$ cat config.mk
export PLATFORM = sky130hd
export DESIGN_NAME = duart_host_port
export DESIGN_NICKNAME = d
export VERILOG_FILES = /design/src/duart_host_pkg.sv /design/src/byte_fifo_if.sv /design/src/byte_fifo_mem.sv /design/src/duart_host_port.sv
export SDC_FILE = /design/constraint.sdc
export NUM_CORES = 2
export LEC_CHECK = 0
export BUFFER_PORTS_ARGS = -buffer_cell sky130_fd_sc_hd__buf_2
export CORE_UTILIZATION = 38
export DETAILED_ROUTE_END_ITERATION = 6
export PLACE_DENSITY = 0.57
export SKIP_CTS_REPAIR_TIMING = 1
export SYNTH_ARGS = -nofsm -noshare
export SYNTH_HDL_FRONTEND = slang
export SYNTH_SLANG_ARGS = --single-unit
$ cat constraint.sdc
create_clock -name clk -period 4.95 [get_ports clk]
set_input_delay 0.99 -clock clk [delete_from_list [all_inputs] [get_ports clk]]
set_output_delay 0.99 -clock clk [all_outputs]
set_load 0.05 [all_outputs]
$ cat src/duart_host_pkg.sv
// Operation
// RL1: bus style pin high selects the strobe host port style.
// RL2: bus style pin low selects the select plus direction line style.
// RL3: strobe style transfers use read or write strobe with a channel select.
// RL4: direction style transfers use single select, direction line and channel bit.
// RL5: two channels share one host port, each with its own registers.
// RL6: writing one channel never changes the other channel's configuration.
// RL7: each channel has 32 byte transmit and receive buffers.
// RL8: prescaler pin is sampled only during reset, ignored otherwise.
// RL9: prescaler pin high divides by 1, low divides by 4, both channels.
// RL10: software overrides the prescaler choice via modem control bit 7.
// RL11: in strobe style the reset pin is active high.
// RL12: in direction style the reset pin is active low.
// RL13: reset held at least 40 ns returns both channels to defaults.
// RL14: serial transmit outputs stay high while reset is active.
// RL15: serial receive inputs are ignored while reset is active.
// RL16: register defaults after reset match the classic single uart set.
// RL17: both strobe selects low write both channels; never read so.
// RL18: direction style: channel bit 0 picks a, 1 picks b, select high none.
// RL19: host transfers need only strobes and selects, no uart clock; the code samples strobes and selects on clk and writes registers on it.
// RL20: bus style pin is fixed from power up on.
package duart_host_pkg;

  localparam int unsigned CLK_PERIOD_NS = 8;
  localparam int unsigned RST_MIN_NS    = 40;
  localparam int unsigned RST_MIN_CYC   = (RST_MIN_NS + CLK_PERIOD_NS - 1) / CLK_PERIOD_NS;

  localparam int unsigned FIFO_DEPTH = 32;
  localparam int unsigned DATA_W     = 8;

  // register offsets
  localparam logic [2:0] OFS_DATA  = 3'h0;
  localparam logic [2:0] OFS_IER   = 3'h1;
  localparam logic [2:0] OFS_FCR   = 3'h2;
  localparam logic [2:0] OFS_LCR   = 3'h3;
  localparam logic [2:0] OFS_MODEM_CTL = 3'h4;
  localparam logic [2:0] OFS_LSR   = 3'h5;
  localparam logic [2:0] OFS_MSR   = 3'h6;
  localparam logic [2:0] OFS_SPR   = 3'h7;

  // field positions
  localparam int unsigned LCR_DLAB_BIT   = 7;
  localparam int unsigned MODEM_CTL_DIV4_BIT = 7;
  localparam int unsigned MODEM_CTL_LOOP_BIT = 4;
  localparam int unsigned FCR_EN_BIT     = 0;
  localparam int unsigned FCR_RXCLR_BIT  = 1;
  localparam int unsigned FCR_TXCLR_BIT  = 2;
  localparam int unsigned IER_RX_BIT     = 0;
  localparam int unsigned IER_TX_BIT     = 1;

  // reset values
  localparam logic [7:0] IER_RST = 8'h00;
  localparam logic [7:0] LCR_RST = 8'h00;
  localparam logic [6:0] MODEM_CTL_RST = 7'h00;
  localparam logic [7:0] SPR_RST = 8'hff;
  localparam logic [7:0] DLL_RST = 8'h00;
  localparam logic [7:0] DLM_RST = 8'h00;

  // status codes
  localparam logic [3:0] ISR_NONE = 4'h1;
  localparam logic [3:0] ISR_TX   = 4'h2;
  localparam logic [3:0] ISR_RX   = 4'h4;
  localparam logic [1:0] ISR_FIFO = 2'h3;

endpackage : duart_host_pkg

$ cat src/byte_fifo_if.sv
interface byte_fifo_if #(
  parameter int unsigned WIDTH = 8
);
  logic             flush;
  logic             push;
  logic [WIDTH-1:0] wdata;
  logic             pop;
  logic [WIDTH-1:0] rdata;
  logic             full;
  logic             empty;

  modport user (output flush, output push, output wdata, output pop,
                input rdata, input full, input empty);
  modport store (input flush, input push, input wdata, input pop,
                 output rdata, output full, output empty);
endinterface : byte_fifo_if

$ cat src/byte_fifo_mem.sv
module byte_fifo_mem #(
  parameter int unsigned WIDTH = 8,
  parameter int unsigned DEPTH = 32
) (
  input wire logic    clk,
  input wire logic    rst_n,
  byte_fifo_if.store  port
);
  localparam int unsigned AW = $clog2(DEPTH);

  logic [WIDTH-1:0] mem [DEPTH];
  logic [AW-1:0]    wptr_reg;
  logic [AW-1:0]    rptr_reg;
  logic [AW:0]      count_reg;
  logic [WIDTH-1:0] rdata_reg;

  wire do_push = port.push && !port.full;
  wire do_pop  = port.pop && !port.empty;

  assign port.full  = (count_reg == (AW+1)'(DEPTH));
  assign port.empty = (count_reg == '0);
  assign port.rdata = rdata_reg;

  always_ff @(posedge clk)
  begin
    if (do_push)
    begin
      mem[wptr_reg] <= port.wdata;
    end
  end

  // head word is registered; it lags a pop by one cycle
  always_ff @(posedge clk)
  begin
    rdata_reg <= mem[rptr_reg];
  end

  always_ff @(posedge clk)
  begin
    if (!rst_n || port.flush)
    begin
      wptr_reg  <= '0;
      rptr_reg  <= '0;
      count_reg <= '0;
    end
    else
    begin
      if (do_push)
      begin
        wptr_reg <= AW'(wptr_reg + 1'b1);
      end
      if (do_pop)
      begin
        rptr_reg <= AW'(rptr_reg + 1'b1);
      end
      if (do_push && !do_pop)
      begin
        count_reg <= (AW+1)'(count_reg + 1'b1);
      end
      else if (do_pop && !do_push)
      begin
        count_reg <= (AW+1)'(count_reg - 1'b1);
      end
    end
  end

endmodule : byte_fifo_mem

$ cat src/duart_host_port.sv
module duart_host_port #(
  parameter int unsigned FIFO_DEPTH = duart_host_pkg::FIFO_DEPTH
) (
  input  wire logic       clk,
  input  wire logic       rst_n,
  input  wire logic       bus_style_pin,
  input  wire logic       prescaler_select_pin,
  input  wire logic       reset_pin,
  input  wire logic       read_strobe_n,
  input  wire logic       write_strobe_n,
  input  wire logic       chan_a_select_n,
  input  wire logic       chan_b_select_n,
  input  wire logic       channel_address_bit,
  input  wire logic       rd_wr_n,
  input  wire logic [2:0] reg_addr,
  input  wire logic [7:0] data_in,
  output logic      [7:0] data_out,
  output logic            data_oe,
  input  wire logic       rx_a,
  input  wire logic       rx_b,
  output logic            tx_a,
  output logic            tx_b,
  output logic            div4_a,
  output logic            div4_b
);

  //////////////////////////////////////////////////////////////////////////////
  // bus style and reset pin qualification

  logic       pin_act;
  logic [2:0] rst_cnt_reg;
  logic       dev_rst_reg;
  logic       clr;

  // reset pin polarity follows the bus style
  assign pin_act = bus_style_pin ? reset_pin : !reset_pin; // RL11 RL12

  always_ff @(posedge clk)
  begin
    if (!rst_n || !pin_act)
    begin
      rst_cnt_reg <= 3'h0;
    end
    else if (rst_cnt_reg != 3'(duart_host_pkg::RST_MIN_CYC - 1))
    begin
      rst_cnt_reg <= 3'(rst_cnt_reg + 3'h1);
    end
  end

  // short glitches on the reset pin do not wipe the channels
  always_ff @(posedge clk)
  begin
    dev_rst_reg <= !rst_n ||
      (pin_act && rst_cnt_reg == 3'(duart_host_pkg::RST_MIN_CYC - 1)); // RL13
  end

  assign clr = !rst_n || dev_rst_reg;

  //////////////////////////////////////////////////////////////////////////////
  // host transfer decode

  function automatic logic [1:0] chan_mask(input logic style, input logic sa_n,
                                           input logic sb_n, input logic abit);
    if (style)
    begin
      chan_mask = {!sb_n, !sa_n}; // RL17
    end
    else
    begin
      chan_mask = sa_n ? 2'b00 : (abit ? 2'b10 : 2'b01); // RL18
    end
  endfunction : chan_mask

  logic [1:0] sel;
  logic       rd_act;
  logic       wr_act;
  logic       rd_prev_reg;
  logic       wr_prev_reg;
  logic       rd_go;
  logic       wr_go;
  logic [1:0] wr_mask;
  logic       rd_ch;

  assign sel = chan_mask(bus_style_pin, chan_a_select_n, chan_b_select_n,
                         channel_address_bit); // RL5

  always_comb
  begin
    if (bus_style_pin)
    begin
      rd_act = !read_strobe_n && (sel != 2'b00); // RL1 RL3
      wr_act = !write_strobe_n && (sel != 2'b00); // RL3
    end
    else
    begin
      rd_act = (sel != 2'b00) && rd_wr_n; // RL2 RL4
      wr_act = (sel != 2'b00) && !rd_wr_n; // RL4
    end
  end

  always_ff @(posedge clk)
  begin
    if (clr)
    begin
      rd_prev_reg <= 1'b0;
      wr_prev_reg <= 1'b0;
    end
    else
    begin
      rd_prev_reg <= rd_act;
      wr_prev_reg <= wr_act;
    end
  end

  // one action per strobe; the register bus is sampled and written on clk
  assign rd_go   = rd_act && !rd_prev_reg; // RL19
  assign wr_go   = wr_act && !wr_prev_reg;
  assign wr_mask = wr_go ? sel : 2'b00;
  // a read with both selects low is host misuse; channel a answers
  assign rd_ch   = !sel[0];

  //////////////////////////////////////////////////////////////////////////////
  // per channel register sets

  logic [1:0][7:0] ier_reg;
  logic [1:0][7:0] lcr_reg;
  logic [1:0][7:0] modem_control_reg;
  logic [1:0][7:0] spr_reg;
  logic [1:0][7:0] dll_reg;
  logic [1:0][7:0] dlm_reg;
  logic [1:0]      fifo_en_reg;
  logic [1:0]      rx_line_reg;
  logic [1:0]      loop_wait_reg;

  always_ff @(posedge clk)
  begin
    for (int c = 0; c < 2; c++)
    begin
      if (clr)
      begin
        ier_reg[c]     <= duart_host_pkg::IER_RST; // RL16
        lcr_reg[c]     <= duart_host_pkg::LCR_RST;
        spr_reg[c]     <= duart_host_pkg::SPR_RST;
        dll_reg[c]     <= duart_host_pkg::DLL_RST;
        dlm_reg[c]     <= duart_host_pkg::DLM_RST;
        fifo_en_reg[c] <= 1'b0;
        // strap caught while reset is active
        modem_control_reg[c] <= {!prescaler_select_pin, duart_host_pkg::MODEM_CTL_RST}; // RL8 RL9
      end
      else if (wr_mask[c]) // RL6
      begin
        unique case (reg_addr)
          duart_host_pkg::OFS_DATA:
          begin
            if (lcr_reg[c][duart_host_pkg::LCR_DLAB_BIT])
            begin
              dll_reg[c] <= data_in;
            end
          end
          duart_host_pkg::OFS_IER:
          begin
            if (lcr_reg[c][duart_host_pkg::LCR_DLAB_BIT])
            begin
              dlm_reg[c] <= data_in;
            end
            else
            begin
              ier_reg[c] <= data_in;
            end
          end
          duart_host_pkg::OFS_FCR: fifo_en_reg[c] <= data_in[duart_host_pkg::FCR_EN_BIT];
          duart_host_pkg::OFS_LCR: lcr_reg[c] <= data_in;
          duart_host_pkg::OFS_MODEM_CTL: modem_control_reg[c] <= data_in; // RL10
          duart_host_pkg::OFS_SPR: spr_reg[c] <= data_in;
          duart_host_pkg::OFS_LSR,
          duart_host_pkg::OFS_MSR: ;
        endcase
      end
    end
  end

  // receive line only observed out of reset
  always_ff @(posedge clk)
  begin
    if (clr)
    begin
      rx_line_reg <= 2'b11; // RL15
    end
    else
    begin
      rx_line_reg <= {rx_b, rx_a};
    end
  end

  //////////////////////////////////////////////////////////////////////////////
  // buffers and internal loopback

  byte_fifo_if #(.WIDTH(duart_host_pkg::DATA_W)) tx_if [2] ();
  byte_fifo_if #(.WIDTH(duart_host_pkg::DATA_W)) rx_if [2] ();

  logic [1:0] tx_full;
  logic [1:0] tx_empty;
  logic [1:0] rx_empty;
  logic [1:0] rx_full;
  logic [1:0] loop_move;
  logic [1:0][7:0] rx_head;
  logic [1:0] rx_pop;

  for (genvar c = 0; c < 2; c++)
  begin : g_chan
    logic dlab;
    assign dlab = lcr_reg[c][duart_host_pkg::LCR_DLAB_BIT];

    byte_fifo_mem #(
      .WIDTH (duart_host_pkg::DATA_W),
      .DEPTH (FIFO_DEPTH)
    ) u_tx (
      .clk   (clk),
      .rst_n (rst_n),
      .port  (tx_if[c])
    ); // RL7

    byte_fifo_mem #(
      .WIDTH (duart_host_pkg::DATA_W),
      .DEPTH (FIFO_DEPTH)
    ) u_rx (
      .clk   (clk),
      .rst_n (rst_n),
      .port  (rx_if[c])
    ); // RL7

    assign tx_if[c].flush = dev_rst_reg || (wr_mask[c] && reg_addr == duart_host_pkg::OFS_FCR
                            && data_in[duart_host_pkg::FCR_TXCLR_BIT]);
    assign rx_if[c].flush = dev_rst_reg || (wr_mask[c] && reg_addr == duart_host_pkg::OFS_FCR
                            && data_in[duart_host_pkg::FCR_RXCLR_BIT]);
    assign tx_if[c].push  = wr_mask[c] && reg_addr == duart_host_pkg::OFS_DATA && !dlab;
    assign tx_if[c].wdata = data_in;
    assign tx_if[c].pop   = loop_move[c];
    assign rx_if[c].push  = loop_move[c];
    assign rx_if[c].wdata = tx_if[c].rdata;
    assign rx_if[c].pop   = rx_pop[c];
    assign rx_pop[c]      = rd_go && rd_ch == 1'(c) && reg_addr == duart_host_pkg::OFS_DATA
                            && !dlab;
    assign tx_full[c]     = tx_if[c].full;
    assign tx_empty[c]    = tx_if[c].empty;
    assign rx_full[c]     = rx_if[c].full;
    assign rx_empty[c]    = rx_if[c].empty;
    assign rx_head[c]     = rx_if[c].rdata;
    // every other cycle so the registered head word has caught up
    assign loop_move[c]   = modem_control_reg[c][duart_host_pkg::MODEM_CTL_LOOP_BIT]
                            && !loop_wait_reg[c]
                            && !tx_empty[c] && !rx_full[c];
  end

  always_ff @(posedge clk)
  begin
    if (clr)
    begin
      loop_wait_reg <= 2'b00;
    end
    else
    begin
      loop_wait_reg <= loop_move;
    end
  end

  //////////////////////////////////////////////////////////////////////////////
  // read data and outputs

  logic [7:0] rd_val;
  logic [7:0] ch_lcr;
  logic [7:0] ch_ier;

  always_comb
  begin
    ch_lcr = lcr_reg[rd_ch];
    ch_ier = ier_reg[rd_ch];
    rd_val = 8'h00;
    unique case (reg_addr)
      duart_host_pkg::OFS_DATA: rd_val = ch_lcr[duart_host_pkg::LCR_DLAB_BIT] ?
                                         dll_reg[rd_ch] : rx_head[rd_ch];
      duart_host_pkg::OFS_IER:  rd_val = ch_lcr[duart_host_pkg::LCR_DLAB_BIT] ?
                                         dlm_reg[rd_ch] : ch_ier;
      duart_host_pkg::OFS_FCR:
      begin
        rd_val[7:6] = fifo_en_reg[rd_ch] ? duart_host_pkg::ISR_FIFO : 2'h0;
        if (ch_ier[duart_host_pkg::IER_RX_BIT] && !rx_empty[rd_ch])
        begin
          rd_val[3:0] = duart_host_pkg::ISR_RX;
        end
        else if (ch_ier[duart_host_pkg::IER_TX_BIT] && tx_empty[rd_ch])
        begin
          rd_val[3:0] = duart_host_pkg::ISR_TX;
        end
        else
        begin
          rd_val[3:0] = duart_host_pkg::ISR_NONE;
        end
      end
      duart_host_pkg::OFS_LCR:  rd_val = ch_lcr;
      duart_host_pkg::OFS_MODEM_CTL: rd_val = modem_control_reg[rd_ch];
      duart_host_pkg::OFS_LSR:  rd_val = {1'b0, tx_empty[rd_ch], !tx_full[rd_ch],
                                          !rx_line_reg[rd_ch], 3'h0, !rx_empty[rd_ch]};
      duart_host_pkg::OFS_MSR:  rd_val = 8'h00;
      duart_host_pkg::OFS_SPR:  rd_val = spr_reg[rd_ch];
    endcase
  end

  always_ff @(posedge clk)
  begin
    if (clr)
    begin
      data_out <= 8'h00;
      data_oe  <= 1'b0;
    end
    else
    begin
      if (rd_go)
      begin
        data_out <= rd_val;
      end
      data_oe <= rd_act; // RL3 RL4
    end
  end

  // serial engines live elsewhere; the line idles high here
  always_ff @(posedge clk)
  begin
    tx_a   <= 1'b1; // RL14
    tx_b   <= 1'b1; // RL14
    div4_a <= clr ? 1'b0 : modem_control_reg[0][duart_host_pkg::MODEM_CTL_DIV4_BIT]; // RL9
    div4_b <= clr ? 1'b0 : modem_control_reg[1][duart_host_pkg::MODEM_CTL_DIV4_BIT]; // RL9
  end
endmodule : duart_host_port
# Word level (Yosys, flattened, before mapping)
# Memory sizes are Yosys's and may differ from the RTL's. A register that Yosys moved wholly into a read port is not among the register bits.
# Cells that the tools add are included.
# totals
in_bits,24
ramBits,1024
mem_count,4
wordCells,257
register_bits,182
output_inout_bits,13
# op_classes
bitwise,2
muxes,61
addsub,17
n_reduce_logical,122
order_cmp,1
eq_ne,13
# memory_table
memory,depth,word_bits,rd,rd_ports_with_merged_regs,wr,line_no,source
g_chan[0].u_rx.mem,32,8,1,1,1,byte_fifo_mem.sv:11,logic [WIDTH-1:0] mem [DEPTH];
g_chan[0].u_tx.mem,32,8,1,1,1,byte_fifo_mem.sv:11,
g_chan[1].u_rx.mem,32,8,1,1,1,byte_fifo_mem.sv:11,
g_chan[1].u_tx.mem,32,8,1,1,1,byte_fifo_mem.sv:11,
# ops
cell,n
2-to-1 mux 8 bit,22
2-to-1 mux 6 bit,8
logical AND 1 bit,47
adder 5 x 1 -> 5 bit (second input constant),8
logical NOT 1 bit,35
one-hot mux 4 bit (8 select lines),1
adder 6 x 1 -> 6 bit (second input constant),4
equality test 6 bit (second input constant),4
logical NOT 6 bit,4
subtractor 6 x 1 -> 6 bit (second input constant),4
2-to-1 mux 1 bit,21
AND reduction 2 bit,10
AND reduction 3 bit,6
one-hot mux 2 bit (8 select lines),1
nonzero test 2 bit,8
equality test 3 bit (second input constant),5
2-to-1 mux 2 bit,6
one-hot mux 2 bit (6 select lines),1
logical OR 1 bit,11
equality test 3 x 2 -> 1 bit (second input constant),2
2-to-1 mux 4 bit,1
adder 3 x 1 -> 3 bit (second input constant),1
equality test 3 x 1 -> 1 bit (second input constant),1
logical NOT 3 bit,1
other kinds (3),4

# Logic depth before layout (Yosys ltp)
# depth
depth_word,15
ltp_mapped,16

# By module
# From an unflattened synthesis, not the netlist that was laid out.
# hier_totals
hier_cells,2990
area_unflattened_um2,50238.2
# modules_own_cells
module,cells_per_inst,n_inst,area_per_inst_um2,seq_area_each_um2
byte_fifo_mem at g_chan[0].u_rx ...,592,2,11144.4,8167.8
byte_fifo_mem at g_chan[0].u_tx,592,1,11141.9,8167.8
byte_fifo_mem at g_chan[1].u_tx,587,1,11120.7,8167.8
duart_host_port,627,1,5686.7,2382.3

# Worst setup path before layout
# Ideal clock, no wire load.
# synth_path
path_type,input -> register
startpoint,input port bus_style_pin
endpoint,register g_chan[0].u_rx.count_reg[5]
setup_ps,71
path_slack_ps,787
t_arrival_ps,4091
cell_stages,15
path_cell_list,buf_4 -> or4b_2 -> o41ai_2 -> and3_1 -> clkbuf_1 -> inv_1 -> ha_1 -> inv_1 -> ha_1 -> a21o_1 -> a311o_1 -> a21oi_1 -> xnor2_1 -> or3_1 -> a21oi_1
# synth_via
elab_chain_cells,12
word_cells_on_any_way,24
cone_classes,5 x mux; 19 x reduce/logical
# synth_rtl
element,line_no,source
"start, declared",duart_host_port.sv:6,"input wire logic bus_style_pin,"
2-to-1 mux 2 bit,duart_host_port.sv:64,if (style)
nonzero test 2 bit,n/a,
"logical AND 1 bit, on equally long branches","duart_host_port.sv:96, duart_host_port.sv:91",
2-to-1 mux 1 bit,duart_host_port.sv:89,if (bus_style_pin)
logical AND 1 bit,duart_host_port.sv:116,assign rd_go = rd_act && !rd_prev_reg;
logical AND 1 bit (2 in series),duart_host_port.sv:242,assign rx_pop[c] = rd_go && rd_ch == 1'(c) && reg_addr == duart_host_pkg::OFS_DATA
logical AND 1 bit,duart_host_port.sv:243,&& !dlab;
logical AND 1 bit,byte_fifo_mem.sv:18,wire do_pop = port.pop && !port.empty;
logical NOT 1 bit,byte_fifo_mem.sv:56,if (do_push && !do_pop)
logical AND 1 bit,byte_fifo_mem.sv:56,
2-to-1 mux 6 bit / nonzero test 2 bit (equally long branches),n/a,
"end signal, assigned",byte_fifo_mem.sv:58,count_reg <= (AW+1)'(count_reg + 1'b1);
"end signal, assigned",byte_fifo_mem.sv:62,count_reg <= (AW+1)'(count_reg - 1'b1);
"end, declared",byte_fifo_mem.sv:14,logic [AW:0] count_reg;
# Several ways; a longest one is shown, not always the timed one.
# A chain may end at the register's enable or synchronous reset.

# Worst setup path in the final report
# layout_path
startpoint,register g_chan[0].u_tx.count_reg[1]
endpoint,register g_chan[0].u_rx.count_reg[5]
# layout_via
elab_chain_cells,8
word_cells_on_any_way,10
cone_classes,1 x mux; 9 x reduce/logical
# layout_rtl
element,line_no,source
"start, declared",byte_fifo_mem.sv:14,
"start signal, assigned",byte_fifo_mem.sv:58,
"start signal, assigned",byte_fifo_mem.sv:62,
logical NOT 6 bit *,byte_fifo_mem.sv:21,assign port.empty = (count_reg == '0);
logical NOT 1 bit *,duart_host_port.sv:252,&& !tx_empty[c] && !rx_full[c];
logical AND 1 bit * (2 in series),duart_host_port.sv:252,
logical AND 1 bit *,byte_fifo_mem.sv:17,wire do_push = port.push && !port.full;
logical NOT 1 bit,byte_fifo_mem.sv:60,else if (do_pop && !do_push)
logical AND 1 bit,byte_fifo_mem.sv:60,
nonzero test 2 bit (no source line),n/a,
# Mark *: on every way between the ends. The rest lies on a longest branch, timed or not.

==> flow_summary.toml <==
[global_routing]
antenna_found_initial = 7
grt_overflow = 0
grt_pass1_wl_um = 168000
grt_max_degree = 65
grt_pass1_vias = 26500
track_usage_pct = 17.1

[timing]
timing.final.crit_share_pct = 77.8
tightest_slew_ps = 1330
finalHoldViolCount = 0
fmax_mhz = 260
rsz0062_at_grt = "false"
period_needed_ps = 3850
fin_worst_skew_ps = 32.4
setup_tns_ps = 0
setup_viol = 0
setup_ws_ps = 1100
max_slew_margin_pct = 10.2
drv_slew = 0
fin_hold_ws_ps = 453

[critical_path]
cp-start-kind = "flip-flop"
crit_arrival_ps = 4510
end_kind = "flip-flop"
reg2reg_from = "g_chan[0].u_tx.count_reg[1]"
worstRegToRegCells = 13
worstSetupPathType = "flip-flop to flip-flop"
regToRegSetupSlack_ps = 1100
worstPathRequired_ps = 5610
reg2reg_to = "g_chan[0].u_rx.count_reg[5]"
worstPathMaxFanout = 15

[cts]
root_buffer = "clkbuf_16"
cts_tree = "yes"
cts_buffer_depth = 3
clock_sinks = 1238
insertion_delay_ps = 750
cts_max_level = 4
path_clk_slew_ps = 60
cts_made_buffers = 134

[placed_design]
numPortBuffers = 34
placedInstanceArea_mm2 = 0.0515
pre_cts_slack_ps = 573
gp_congestion = 0.876
dpl.cell_count = 4511
place_hpwl_um = 70400

[routing]
drt-initial-drc-count = 2351
first_pass_iters = 7
routedWlPerCell_um = 23.4
antenna_left = 0
dr_total_vias = 25500
wl_um = 111000
vias_per_cell = 5.36
drt_drc_violations_left = 0

[logic_synthesis]
synthFlopType = "edfxtp_1"
synthSimpleGateAreaFrac_pct = 5.75
synthTopCellsByCount = "edfxtp_1, mux4_2, nor2_1"
ys_seq_elements = 1238
synth_edf_count = 1026
syn_area_per_cell_um2 = 17.3
synth_fa_ha_area_share_pct = 1.23
ys_warn_count = 0
netlist.area_leader.share_pct = 62.5
synth_xor_area_share_pct = 0.906
synth_area_leaders = "edfxtp_1, mux4_2, dfxtp_1, mux2i_1, nor2_1"
ys_types = 63
synth-compound-area-share_pct = 3.47
synth_area_mm2 = 0.0493
synth_top_family_by_area = "multiplexers"
muxShareOfSynthArea_pct = 15.9
async_reset_ff_share_pct = 0
synthCells = 2851
yosysTopAreaCell = "edfxtp_1"
yosysMostFrequentCell = "edfxtp_1"
seq_area_frac_synth_pct = 71.1

[floorplanning]
die_h_um = 362
fp-row-count = 131
die_area_mm2 = 0.131
ios = 37
start_util_pct = 38.5
die_x_um = 362
core_area_mm2 = 0.128

[finish]
fin_cells = 4760
fillers = 11100
post-route-util_pct = 43.6
drive_gt1_share_pct = 20.5
reg.largest.list = "g_chan.u_rx.mem: 512 flops, g_chan.u_tx.mem: 512 flops"
nets = 2988
final_cell_area_mm2 = 0.0559
area_delta_synth_final_pct = 13.4

[power]
p_per_area_mw_per_mm2 = 384
p_leak_nw = 17.3
report.power.total_mw = 21.5
peakVddDrop_mv = 0.333

[min_path]
hp-start = "dlm_reg[9]"
holdPathEnd = "dlm_reg[9]"
hold_path.class = "flip-flop to flip-flop"
min_delay_path_depth = 2

[outcome]
status = "finished, final reports clean"

[run]
drv_cap = 0
-- routing by layer --
layer | vias up | wire length [um] | global-route usage, %
li1 | 11300 | - | -
met1 | 13200 | 48400 | 23.1
met2 | 778 | 52900 | 27.3
met3 | 185 | 7160 | 3.81
met4 | 6 | 2790 | 5.77
met5 | - | 38 | 0
-- kinds of logic after synthesis --
group / after synthesis
buf+inv: 195
mux: 438
fa+ha+maj: 46
flops: 1238
other cells: 1
xor+xnor: 51
simple gates: 616
compound gates: 266
-- worst max-delay path: stages (launching register included) --
cell	delay, ps
dfxtp_1	350
or4_1	590
nor3_1	540
nor3b_2	110
buf_4	230
ha_1	220
inv_1	170
ha_1	280
a21o_1	200
a311o_1	350
a21oi_1	190
xnor2_1	90
or3_1	310
a21oi_1	140
-- worst max path at each step --
| stage | depth (start not counted) | slack (ps) | to | startpoint |
|---|---|---|---|---|
| 3_3_place_gp | 15 | 610 | g_chan[0].u_rx.count_reg[5] | reg_addr[0] |
| 2_1_floorplan | 15 | 790 | g_chan[0].u_rx.count_reg[5] | bus_style_pin |
| 5_1_grt | 13 | 860 | g_chan[0].u_rx.count_reg[5] | g_chan[0].u_tx.count_reg[1] |
| 4_1_cts | 13 | 1100 | g_chan[0].u_rx.count_reg[5] | g_chan[0].u_tx.count_reg[1] |
| 3_5_place_dp | 15 | 570 | g_chan[0].u_rx.count_reg[5] | reg_addr[0] |
| 6_report | 13 | 1100 | g_chan[0].u_rx.count_reg[5] | g_chan[0].u_tx.count_reg[1] |
-- power breakdown --
| group | switching, mW | internal, mW |
|---|---|---|
| logic | 0.266 | 0.0682 |
| clock network | 4.04 | 5.89 |
| registers | 0.0158 | 11.2 |
| total | 4.32 | 17.2 |
-- layout make-up --
| cell class | count | area, um2 | share of cell area [%] |
|---|---|---|---|
| Antenna cell | 2 | 5.00 | 0.00895 |
| Multi-Input combinational cell | 1419 | 13500 | 24.1 |
| Clock inverter | 64 | 642 | 1.15 |
| Timing Repair Buffer | 99 | 671 | 1.20 |
| Sequential cell | 1238 | 35100 | 62.7 |
| Tap cell | 1729 | 2160 | 3.87 |
| Inverter | 26 | 97.6 | 0.175 |
| Clock buffer | 183 | 3780 | 6.75 |
-- placed cells by master, fill, tap and decap left out, types with 7 or more instances in the layout --
cell	n
xor2_1	36
inv_6	8
buf_4	64
or3_1	8
bufinv_16	10
clkbuf_1	30
a22o_1	13
a211oi_1	21
nor2b_1	17
dfxtp_1	202
clkbuf_16	140
o21ai_0	61
nand2_1	146
ha_1	42
nor2_1	262
a22oi_1	22
mux2i_1	157
nand3_1	73
nand3b_1	14
clkinv_1	15
o21a_1	20
a21oi_1	77
clkbuf_8	10
nor4_1	7
clkinv_2	22
or3b_2	9
mux4_2	276
xnor2_1	15
a221oi_1	15
buf_2	34
a21o_1	8
and2_1	11
nand4_1	19
nor3_1	9
edfxtp_1	1026
inv_1	26
Power figures use the tool's default switching activity.
